==> src/spdif_tx_status_irq_regs_notes_end.sv <==
`default_nettype none
`default_nettype wire

==> src/spdif_tx_pkg.sv <==
`default_nettype none
package spdif_tx_pkg;
  // register indices; byte address is index shifted left by two
  localparam int ADDR_W = 8;
  localparam int IDX_W = 6;
  localparam int BYTE_SHIFT = 2;
  localparam logic [IDX_W-1:0] IDX_CTRL3 = 6'h09;
  localparam logic [IDX_W-1:0] IDX_STATUS = 6'h0A;
  localparam logic [IDX_W-1:0] IDX_MASK = 6'h0B;
  localparam logic [IDX_W-1:0] IDX_MODE = 6'h0C;
  localparam logic [IDX_W-1:0] IDX_AUX = 6'h10;
  // bit positions in status and mask
  localparam int XFER_BIT = 0;
  localparam int SLIP_BIT = 1;
  localparam int EVT_W = 2;
  // reset values
  localparam logic [7:0] CTRL3_RESET = 8'h00;
  localparam logic [7:0] MASK_RESET = 8'h00;
  localparam logic [7:0] MODE_RESET = 8'h00;
  localparam logic [7:0] AUX_RESET = 8'h00;
  localparam logic [EVT_W-1:0] STATUS_RESET = 2'h0;
  // first bytes loaded from the host in split mode
  localparam int HOST_SPLIT_BYTES = 10;
  // bus responses
  localparam logic [1:0] RESP_OKAY = 2'h0;
  localparam logic [1:0] RESP_SLVERR = 2'h2;
  // buffer source choices
  typedef enum logic [1:0] {
    CU_SRC_NONE = 2'h0,
    CU_SRC_HOST = 2'h1,
    CU_SRC_RX = 2'h2,
    CU_SRC_SPLIT = 2'h3
  } cu_src_t;
  // interrupt trigger modes
  typedef enum logic [1:0] {
    TRIG_RISE = 2'h0,
    TRIG_FALL = 2'h1,
    TRIG_LEVEL = 2'h2,
    TRIG_RSVD = 2'h3
  } trig_mode_t;
  // control register three layout
  typedef struct packed {
    logic [4:0] zero;
    logic v_bit_source_select;
    cu_src_t cu_buffer_source;
  } ctrl3_t;
  // interrupt mode register layout
  typedef struct packed {
    logic [3:0] zero;
    trig_mode_t slip_irq_trigger_mode;
    trig_mode_t xfer_irq_trigger_mode;
  } mode_t;
  // auxiliary control bits
  typedef struct packed {
    logic [4:0] zero;
    logic buffer_xfer_disable;
    logic slip_source_select;
    logic validity_value;
  } aux_t;
endpackage
`default_nettype wire

==> src/irq_trigger.sv <==
`default_nettype none
module irq_trigger (
  // clock and reset
  input wire logic aclk,
  input wire logic aresetn,
  // trigger selection and event
  input wire spdif_tx_pkg::trig_mode_t mode,
  input wire logic event_in,
  // one cycle per qualifying edge, or every cycle in level mode
  output logic fire
);
  logic prev; // event level one cycle ago

  // remember the previous level for edge detection
  always_ff @(posedge aclk) begin
    if (!aresetn) begin
      prev <= 1'b0;
    end else begin
      prev <= event_in;
    end
  end

  // select the active trigger state; the reserved code never fires
  always_comb begin
    case (mode)
      spdif_tx_pkg::TRIG_RISE: fire = event_in & ~prev;
      spdif_tx_pkg::TRIG_FALL: fire = ~event_in & prev;
      spdif_tx_pkg::TRIG_LEVEL: fire = event_in;
      default: fire = 1'b0;
    endcase
  end
endmodule
`default_nettype wire

==> src/spdif_tx_status_irq_regs.sv <==
// Implementation choice: the AXI4-Lite register port.
`default_nettype none
// Operation
// field selects user buffer load source
// split mode: first ten bytes host
// validity bit from control or receiver
// transfer done sets flag when enabled
// transfer flag drives interrupt and summary
// slip or block start sets slip flag
// select bit picks slip event source
// slip flag drives interrupt and summary
// transfer enable zero masks, one enables
// status: bit0 transfer, bit1 slip
// control three: source, validity, zeros
// mask: transfer bit0, slip bit1
// slip enable zero masks, one enables
// per-interrupt trigger mode selection
// interrupt released when nothing pending
module spdif_tx_status_irq_regs #(
  parameter int BYTE_IDX_W = 5
) (
  // clock and reset
  input wire logic aclk,
  input wire logic aresetn,
  // axi4-lite write address and data
  input wire logic [spdif_tx_pkg::ADDR_W-1:0] awaddr,
  input wire logic [2:0] awprot,
  input wire logic awvalid,
  output logic awready,
  input wire logic [31:0] wdata,
  input wire logic [3:0] wstrb,
  input wire logic wvalid,
  output logic wready,
  // axi4-lite write response
  output logic [1:0] bresp,
  output logic bvalid,
  input wire logic bready,
  // axi4-lite read
  input wire logic [spdif_tx_pkg::ADDR_W-1:0] araddr,
  input wire logic [2:0] arprot,
  input wire logic arvalid,
  output logic arready,
  output logic [31:0] rdata,
  output logic [1:0] rresp,
  output logic rvalid,
  input wire logic rready,
  // events from the transmitter core
  input wire logic xfer_copy_done,
  input wire logic data_slip,
  input wire logic block_start,
  input wire logic rx_v_bit,
  input wire logic other_irq_pending,
  // user buffer loading
  input wire logic [BYTE_IDX_W-1:0] ua_byte_index,
  output logic [1:0] cu_buffer_source,
  output logic ua_host_load,
  output logic ua_receiver_load,
  // transmitter control
  output logic v_bit_out,
  output logic buffer_xfer_disable,
  // interrupt
  output logic tx_summary_flag,
  output logic irq,
  output logic int_n
);
  ////////////////////////////////////////////////////////////////////////////
  // registers and bus state
  spdif_tx_pkg::ctrl3_t ctrl3; // buffer source and validity select
  spdif_tx_pkg::mode_t mode; // trigger modes
  spdif_tx_pkg::aux_t aux; // validity value, slip source, transfer disable
  logic [7:0] mask; // interrupt enables
  logic [spdif_tx_pkg::EVT_W-1:0] status; // sticky event flags
  logic aw_held; // write address captured
  logic w_held; // write data captured
  logic [spdif_tx_pkg::ADDR_W-1:0] awaddr_q;
  logic [31:0] wdata_q;
  logic [3:0] wstrb_q;
  logic do_write; // both halves present, response free
  logic [spdif_tx_pkg::IDX_W-1:0] widx; // decoded write index
  logic xfer_fire; // qualified transfer trigger
  logic slip_fire; // qualified slip trigger
  logic slip_event; // chosen slip source
  logic xfer_set; // transfer flag set this cycle
  logic slip_set; // slip flag set this cycle
  logic [spdif_tx_pkg::EVT_W-1:0] status_clr; // write-one-to-clear bits
  logic tx_pending; // unmasked transmitter flag present

  ////////////////////////////////////////////////////////////////////////////
  // decode helpers
  // word index of a byte address
  function automatic logic [spdif_tx_pkg::IDX_W-1:0] to_idx(
      input logic [spdif_tx_pkg::ADDR_W-1:0] a);
    to_idx = a[spdif_tx_pkg::ADDR_W-1:spdif_tx_pkg::BYTE_SHIFT];
  endfunction

  // true for a mapped, word-aligned address
  function automatic logic is_mapped(input logic [spdif_tx_pkg::ADDR_W-1:0] a);
    logic [spdif_tx_pkg::IDX_W-1:0] i;
    i = to_idx(a);
    is_mapped = (a[spdif_tx_pkg::BYTE_SHIFT-1:0] == 2'h0) &&
                (i == spdif_tx_pkg::IDX_CTRL3 || i == spdif_tx_pkg::IDX_STATUS ||
                 i == spdif_tx_pkg::IDX_MASK || i == spdif_tx_pkg::IDX_MODE ||
                 i == spdif_tx_pkg::IDX_AUX);
  endfunction

  // true when a user buffer byte comes from the host
  function automatic logic byte_from_host(input spdif_tx_pkg::cu_src_t src,
                                          input logic [BYTE_IDX_W-1:0] bi);
    case (src)
      spdif_tx_pkg::CU_SRC_HOST: byte_from_host = 1'b1;
      spdif_tx_pkg::CU_SRC_SPLIT:
        byte_from_host = (32'(bi) < spdif_tx_pkg::HOST_SPLIT_BYTES);
      default: byte_from_host = 1'b0;
    endcase
  endfunction

  ////////////////////////////////////////////////////////////////////////////
  // write channel: address and data taken in either order
  assign awready = ~aw_held & ~bvalid;
  assign wready = ~w_held & ~bvalid;
  assign do_write = aw_held & w_held & ~bvalid;
  assign widx = to_idx(awaddr_q);

  // capture write address
  always_ff @(posedge aclk) begin
    if (!aresetn) begin
      aw_held <= 1'b0;
      awaddr_q <= '0;
    end else if (awvalid && awready) begin
      aw_held <= 1'b1;
      awaddr_q <= awaddr;
    end else if (do_write) begin
      aw_held <= 1'b0;
    end
  end

  // capture write data
  always_ff @(posedge aclk) begin
    if (!aresetn) begin
      w_held <= 1'b0;
      wdata_q <= '0;
      wstrb_q <= '0;
    end else if (wvalid && wready) begin
      w_held <= 1'b1;
      wdata_q <= wdata;
      wstrb_q <= wstrb;
    end else if (do_write) begin
      w_held <= 1'b0;
    end
  end

  // write response; unmapped addresses answer slverr
  always_ff @(posedge aclk) begin
    if (!aresetn) begin
      bvalid <= 1'b0;
      bresp <= spdif_tx_pkg::RESP_OKAY;
    end else if (do_write) begin
      bvalid <= 1'b1;
      bresp <= is_mapped(awaddr_q) ? spdif_tx_pkg::RESP_OKAY : spdif_tx_pkg::RESP_SLVERR;
    end else if (bready) begin
      bvalid <= 1'b0;
    end
  end

  ////////////////////////////////////////////////////////////////////////////
  // control registers; only lane zero carries register bits
  always_ff @(posedge aclk) begin
    if (!aresetn) begin
      ctrl3 <= spdif_tx_pkg::CTRL3_RESET;
    end else if (do_write && wstrb_q[0] && widx == spdif_tx_pkg::IDX_CTRL3 &&
                 is_mapped(awaddr_q)) begin
      ctrl3 <= '{zero: 5'h00, v_bit_source_select: wdata_q[2],
                 cu_buffer_source: spdif_tx_pkg::cu_src_t'(wdata_q[1:0])};
    end
  end

  // interrupt enables, upper bits held at zero
  always_ff @(posedge aclk) begin
    if (!aresetn) begin
      mask <= spdif_tx_pkg::MASK_RESET;
    end else if (do_write && wstrb_q[0] && widx == spdif_tx_pkg::IDX_MASK &&
                 is_mapped(awaddr_q)) begin
      mask <= {6'h00, wdata_q[1:0]};
    end
  end

  // trigger modes
  always_ff @(posedge aclk) begin
    if (!aresetn) begin
      mode <= spdif_tx_pkg::MODE_RESET;
    end else if (do_write && wstrb_q[0] && widx == spdif_tx_pkg::IDX_MODE &&
                 is_mapped(awaddr_q)) begin
      mode <= {4'h0, wdata_q[3:0]};
    end
  end

  // validity value, slip source select, transfer disable
  always_ff @(posedge aclk) begin
    if (!aresetn) begin
      aux <= spdif_tx_pkg::AUX_RESET;
    end else if (do_write && wstrb_q[0] && widx == spdif_tx_pkg::IDX_AUX &&
                 is_mapped(awaddr_q)) begin
      aux <= {5'h00, wdata_q[2:0]};
    end
  end

  ////////////////////////////////////////////////////////////////////////////
  // event triggering and sticky flags
  // transfer-done trigger
  irq_trigger u_xfer_trig (
    .aclk(aclk),
    .aresetn(aresetn),
    .mode(mode.xfer_irq_trigger_mode),
    .event_in(xfer_copy_done),
    .fire(xfer_fire)
  );

  assign slip_event = aux.slip_source_select ? block_start : data_slip;

  // slip trigger
  irq_trigger u_slip_trig (
    .aclk(aclk),
    .aresetn(aresetn),
    .mode(mode.slip_irq_trigger_mode),
    .event_in(slip_event),
    .fire(slip_fire)
  );

  // a masked event leaves no trace, so unmasking later raises nothing
  assign xfer_set = xfer_fire & ~aux.buffer_xfer_disable & mask[spdif_tx_pkg::XFER_BIT];
  assign slip_set = slip_fire & mask[spdif_tx_pkg::SLIP_BIT];
  assign status_clr = (do_write && wstrb_q[0] && widx == spdif_tx_pkg::IDX_STATUS &&
                       is_mapped(awaddr_q)) ? wdata_q[1:0] : 2'h0;

  // sticky flags; a set in the clearing cycle wins
  always_ff @(posedge aclk) begin
    if (!aresetn) begin
      status <= spdif_tx_pkg::STATUS_RESET;
    end else begin
      status <= (status & ~status_clr) | {slip_set, xfer_set};
    end
  end

  ////////////////////////////////////////////////////////////////////////////
  // outputs to the transmitter and interrupt
  assign cu_buffer_source = ctrl3.cu_buffer_source;
  assign ua_host_load = byte_from_host(ctrl3.cu_buffer_source, ua_byte_index);
  // receiver loads whatever is not the host's, unless updates are off
  assign ua_receiver_load = (ctrl3.cu_buffer_source != spdif_tx_pkg::CU_SRC_NONE) &&
                            !ua_host_load;
  // zero latency path, so this output is not registered
  assign v_bit_out = ctrl3.v_bit_source_select ? rx_v_bit : aux.validity_value;
  assign buffer_xfer_disable = aux.buffer_xfer_disable;
  assign tx_pending = |(status & mask[spdif_tx_pkg::EVT_W-1:0]);
  assign tx_summary_flag = tx_pending;
  assign irq = tx_pending;
  assign int_n = ~(tx_pending | other_irq_pending);

  ////////////////////////////////////////////////////////////////////////////
  // read channel: one cycle after the address is taken
  assign arready = ~rvalid;

  // read data mux, reserved bits read zero
  always_ff @(posedge aclk) begin
    if (!aresetn) begin
      rvalid <= 1'b0;
      rdata <= 32'h0000_0000;
      rresp <= spdif_tx_pkg::RESP_OKAY;
    end else if (arvalid && arready) begin
      rvalid <= 1'b1;
      rresp <= is_mapped(araddr) ? spdif_tx_pkg::RESP_OKAY : spdif_tx_pkg::RESP_SLVERR;
      if (!is_mapped(araddr)) begin
        rdata <= 32'h0000_0000;
      end else begin
        case (to_idx(araddr))
          spdif_tx_pkg::IDX_CTRL3: rdata <= {24'h000000, ctrl3};
          spdif_tx_pkg::IDX_STATUS: rdata <= {30'h00000000, status};
          spdif_tx_pkg::IDX_MASK: rdata <= {24'h000000, mask};
          spdif_tx_pkg::IDX_MODE: rdata <= {24'h000000, mode};
          spdif_tx_pkg::IDX_AUX: rdata <= {24'h000000, aux};
          default: rdata <= 32'h0000_0000;
        endcase
      end
    end else if (rready) begin
      rvalid <= 1'b0;
    end
  end
endmodule
`default_nettype wire

==> config.mk <==
export PLATFORM = sky130hd
export DESIGN_NAME = spdif_tx_status_irq_regs
export DESIGN_NICKNAME = d
export VERILOG_FILES = /design/src/spdif_tx_status_irq_regs_notes_end.sv /design/src/spdif_tx_pkg.sv /design/src/irq_trigger.sv /design/src/spdif_tx_status_irq_regs.sv
export SDC_FILE = /design/constraint.sdc
export NUM_CORES = 1
export LEC_CHECK = 0
export BUFFER_PORTS_ARGS = -buffer_cell sky130_fd_sc_hd__buf_2
export CORE_MARGIN = 3
export CORE_UTILIZATION = 35
export DETAILED_ROUTE_END_ITERATION = 7
export PLACE_DENSITY = 0.72
export SYNTH_ARGS = -nofsm -noshare
export SYNTH_HDL_FRONTEND = slang
export SYNTH_SLANG_ARGS = --single-unit
==> constraint.sdc <==
create_clock -name aclk -period 1.47 [get_ports aclk]
set_input_delay 0.147 -clock aclk [delete_from_list [all_inputs] [get_ports aclk]]
set_output_delay 0.147 -clock aclk [all_outputs]
set_load 0.1 [all_outputs]
==> flow_metrics.py <==
metrics = {
    "final_layout": {
        "diodes": 0,
        "syn2layout_area_growth_pct": 27.8,
        "final_util_pct": 46.7,
        "drive_gt1_share_pct": 33.1,
        "fin_nets": 379,
        "most-common-layout-cells": "buf_2, dfxtp_1, nand2_1, conb_1, a21oi_1",
        "final_common_cell": "buf_2",
    },
    "setup_path": {
        "worst-path-stages": 2,
        "worstPathCellList": "mux2_2, buf_4",
        "path_class": "flip-flop to output port",
        "r2r.worst_path.cells": 5,
        "critPathTopFamily": "flip-flops",
        "start_kind": "flip-flop",
        "crit_path_top_delay_cell": "dfxtp_1",
        "path_max_fanout": 3,
        "critPathMaxStageDelay_ps": 400,
        "cp_data_arrival_time_ps": 1280,
        "path_buf_inv": 1,
        "cp.required_ps": 1320,
        "crit_path_end_kind": "output port",
        "r2r_slack_ps": 60,
    },
    "synthesis": {
        "synth_top_area_cell": "dfxtp_1",
        "synth_area_sq_um": 2020,
        "synth_top_area_share_pct": 38.6,
        "yosysUniqueCellTypes": 38,
        "yosys.area_share.adder_pct": 0,
        "synth-xor-area-share_pct": 0,
        "synthMuxAreaShare_pct": 8.10,
        "synth_compound_area_share_pct": 13.3,
        "postSynthCellCount": 236,
        "synthSimpleGateAreaFrac_pct": 25.4,
        "postSynthAreaPerCell_sq_um": 8.58,
        "synth_warnings": 0,
        "ys_ff_latch": 39,
        "synth_edf_count": 0,
        "synthFlopType": "dfxtp_1",
        "synth_area_leaders": "dfxtp_1, buf_4, mux2i_1",
        "synth_top_family_by_area": "simple AND/OR/NAND/NOR gates",
        "synth_async_sr_flop_share_pct": 0,
        "ys_seq_area_share_pct": 38.6,
    },
    "grt": {
        "grt_max_degree": 19,
        "overflow": 0,
        "track_usage_pct": 13.5,
        "antenna_found_initial": 0,
        "grt_pass1_wl_mm": 6.90,
        "grt_pass1_vias": 1501,
    },
    "detailed_routing": {
        "viasPerCell": 4.62,
        "antenna_left": 0,
        "wl_mm": 4.41,
        "drc": 0,
        "first_pass_iters": 4,
        "vias": 1741,
        "drtIter0Drc": 93,
        "wl_per_cell_um": 11.7,
    },
    "floorplanning": {
        "core_area_sq_um": 5540,
        "die_area_sq_um": 6730,
        "fp.dieW_um": 82.1,
        "std_cell_rows": 27,
        "start_util_pct": 36.5,
        "chipHeight_um": 82.1,
        "io_pins": 125,
    },
    "sta": {
        "hold_violations": 0,
        "fmax_mhz": 703,
        "layout_min_cycle_time_ps": 1420,
        "finalCritPeriodShare_pct": 96.8,
        "fin_skew_ps": 3.76,
        "rsz0062_at_grt": "yes",
        "fin_ws_ps": 46.7,
        "final-setup-viol-count": 0,
        "tns_ps": 0,
        "slew_violations": 0,
    },
    "clock_network": {
        "clock-sinks": 39,
        "insertion_delay_ps": 290,
        "cts_hold_buf": 0,
        "cts_tree": "done",
        "cts.clk_slew.worst_paths_ps": 70,
        "numCtsBuffers": 5,
        "root_buffer": "clkbuf_8",
        "h-tree-depth": 2,
        "ctsLongestPathBuffers": 2,
    },
    "power_and_ir_drop": {
        "ir_worst_vdd_uv": 476,
        "p_per_area_nw_per_um2": 1030,
        "cellLeakagePower_nw": 1.19,
    },
    "job": {
        "cap_violations": 0,
    },
    "hold_path": {
        "holdPathStages": 3,
        "hp-class": "input pin to flip-flop",
    },
    "place": {
        "dp_slack_ps": -120,
        "port_buffers": 56,
        "hpwlAfterDp_mm": 3.50,
        "gp_congestion": 0.777,
    },
    "status": {
        "outcome": "complete, no violations",
    },
}
state kept, by name, summed over array words and instances, names as in the netlist, 2 cells and up:
register          flops
aux                   2
awaddr_q              8
cu_buffer_source      2
mask                  2
mode                  4
rdata                 4
status                2
wdata_q               4
worst reg2reg max path, delay by kind of cell (launching register included):
kind / cells / cell delay (ps)
DFF: 1 / 340
muxes: 1 / 110
and+or+nand+nor: 3 / 670
buffers and inverters: 1 / 170
cell type report:
type,instances,area (sq um)
multi-input combinational,181,1120
inverter,6,22.5
timing repair buffer,71,463
sequential,39,791
tap,72,90.1
clock buffer,8,100
fill,569,2950
synthesized netlist by cell type (2+ instances only):
master	n
a21oi_1	20
a221oi_1	2
a222oi_1	3
a22oi_1	2
a31oi_1	2
and2_1	3
and3_1	6
and3b_1	2
buf_4	33
clkbuf_1	6
dfxtp_1	39
inv_1	5
mux2_2	3
mux2i_1	13
nand2_1	33
nand2b_1	5
nand3_1	7
nand3b_1	2
nor2_1	14
nor2b_1	5
nor3_1	4
nor3b_2	2
nor4b_4	2
o21ai_0	8
o22ai_1	2
cell families (layout without fill, tap and decap cells):
family | Yosys count | count (layout)
other | 1 | 30
AO/OA/AOI/OAI | 43 | 43
buffers and inverters | 45 | 85
AND/OR/NAND/NOR | 92 | 92
flip-flops | 39 | 39
multiplexers | 16 | 16
where the power goes:
part / internal [W] / total (W) / switching, W
sequential: 0.00109 / 0.00112 / 0.0000296
clock: 0.000428 / 0.000783 / 0.000355
combinational: 0.000159 / 0.000756 / 0.000597
total: 0.00168 / 0.00266 / 0.000982
repair_timing:
| action | 4_1_cts | 5_1_grt |
|---|---|---|
| resized for setup | 2 | 3 |
| cloned | 0 | 0 |
| pin swaps | 1 | 0 |
| setup buffers | 1 | 1 |
| endpoints found under the setup margin | 5 | 9 |
stage by stage:
step | instances | hold slack [ps] | power, W | cell area (sq um)
detailed placement | 367 | 383 | 0.00190 | 2460
global route | 377 | 93.5 | 0.00278 | 2590
global placement | 367 | 382 | 0.00189 | 2460
floorplan | 265 | 269 | 0.00181 | 2210
finish | 377 | 87.4 | 0.00266 | 2590
CTS | 376 | 72.1 | 0.00269 | 2570
per-layer routing:
layer	part of all wire [%]	routed length, um	track usage, %	up-vias
met1	44	1940	16.9	776
met4	1.4	61	5.15	0
met3	9.3	409	5.59	5
li1	-	-	-	897
met5	0	0	0	-
met2	45	2000	20.5	63
worst paths after layout:
kind	end	startpoint
worst max-delay path	v_bit_out	ctrl3[2]$_SDFFE_PN0P_
worst min register to register	awaddr_q[0]$_SDFFE_PN0P_	awaddr_q[0]$_SDFFE_PN0P_
worst min-delay path	wstrb_q[0]$_SDFFE_PN0P_	wstrb[0]
worst max register to register	cu_buffer_source[0]$_SDFFE_PN0P_	bvalid$_SDFFE_PN0P_
(Power assumes the default switching activity.)
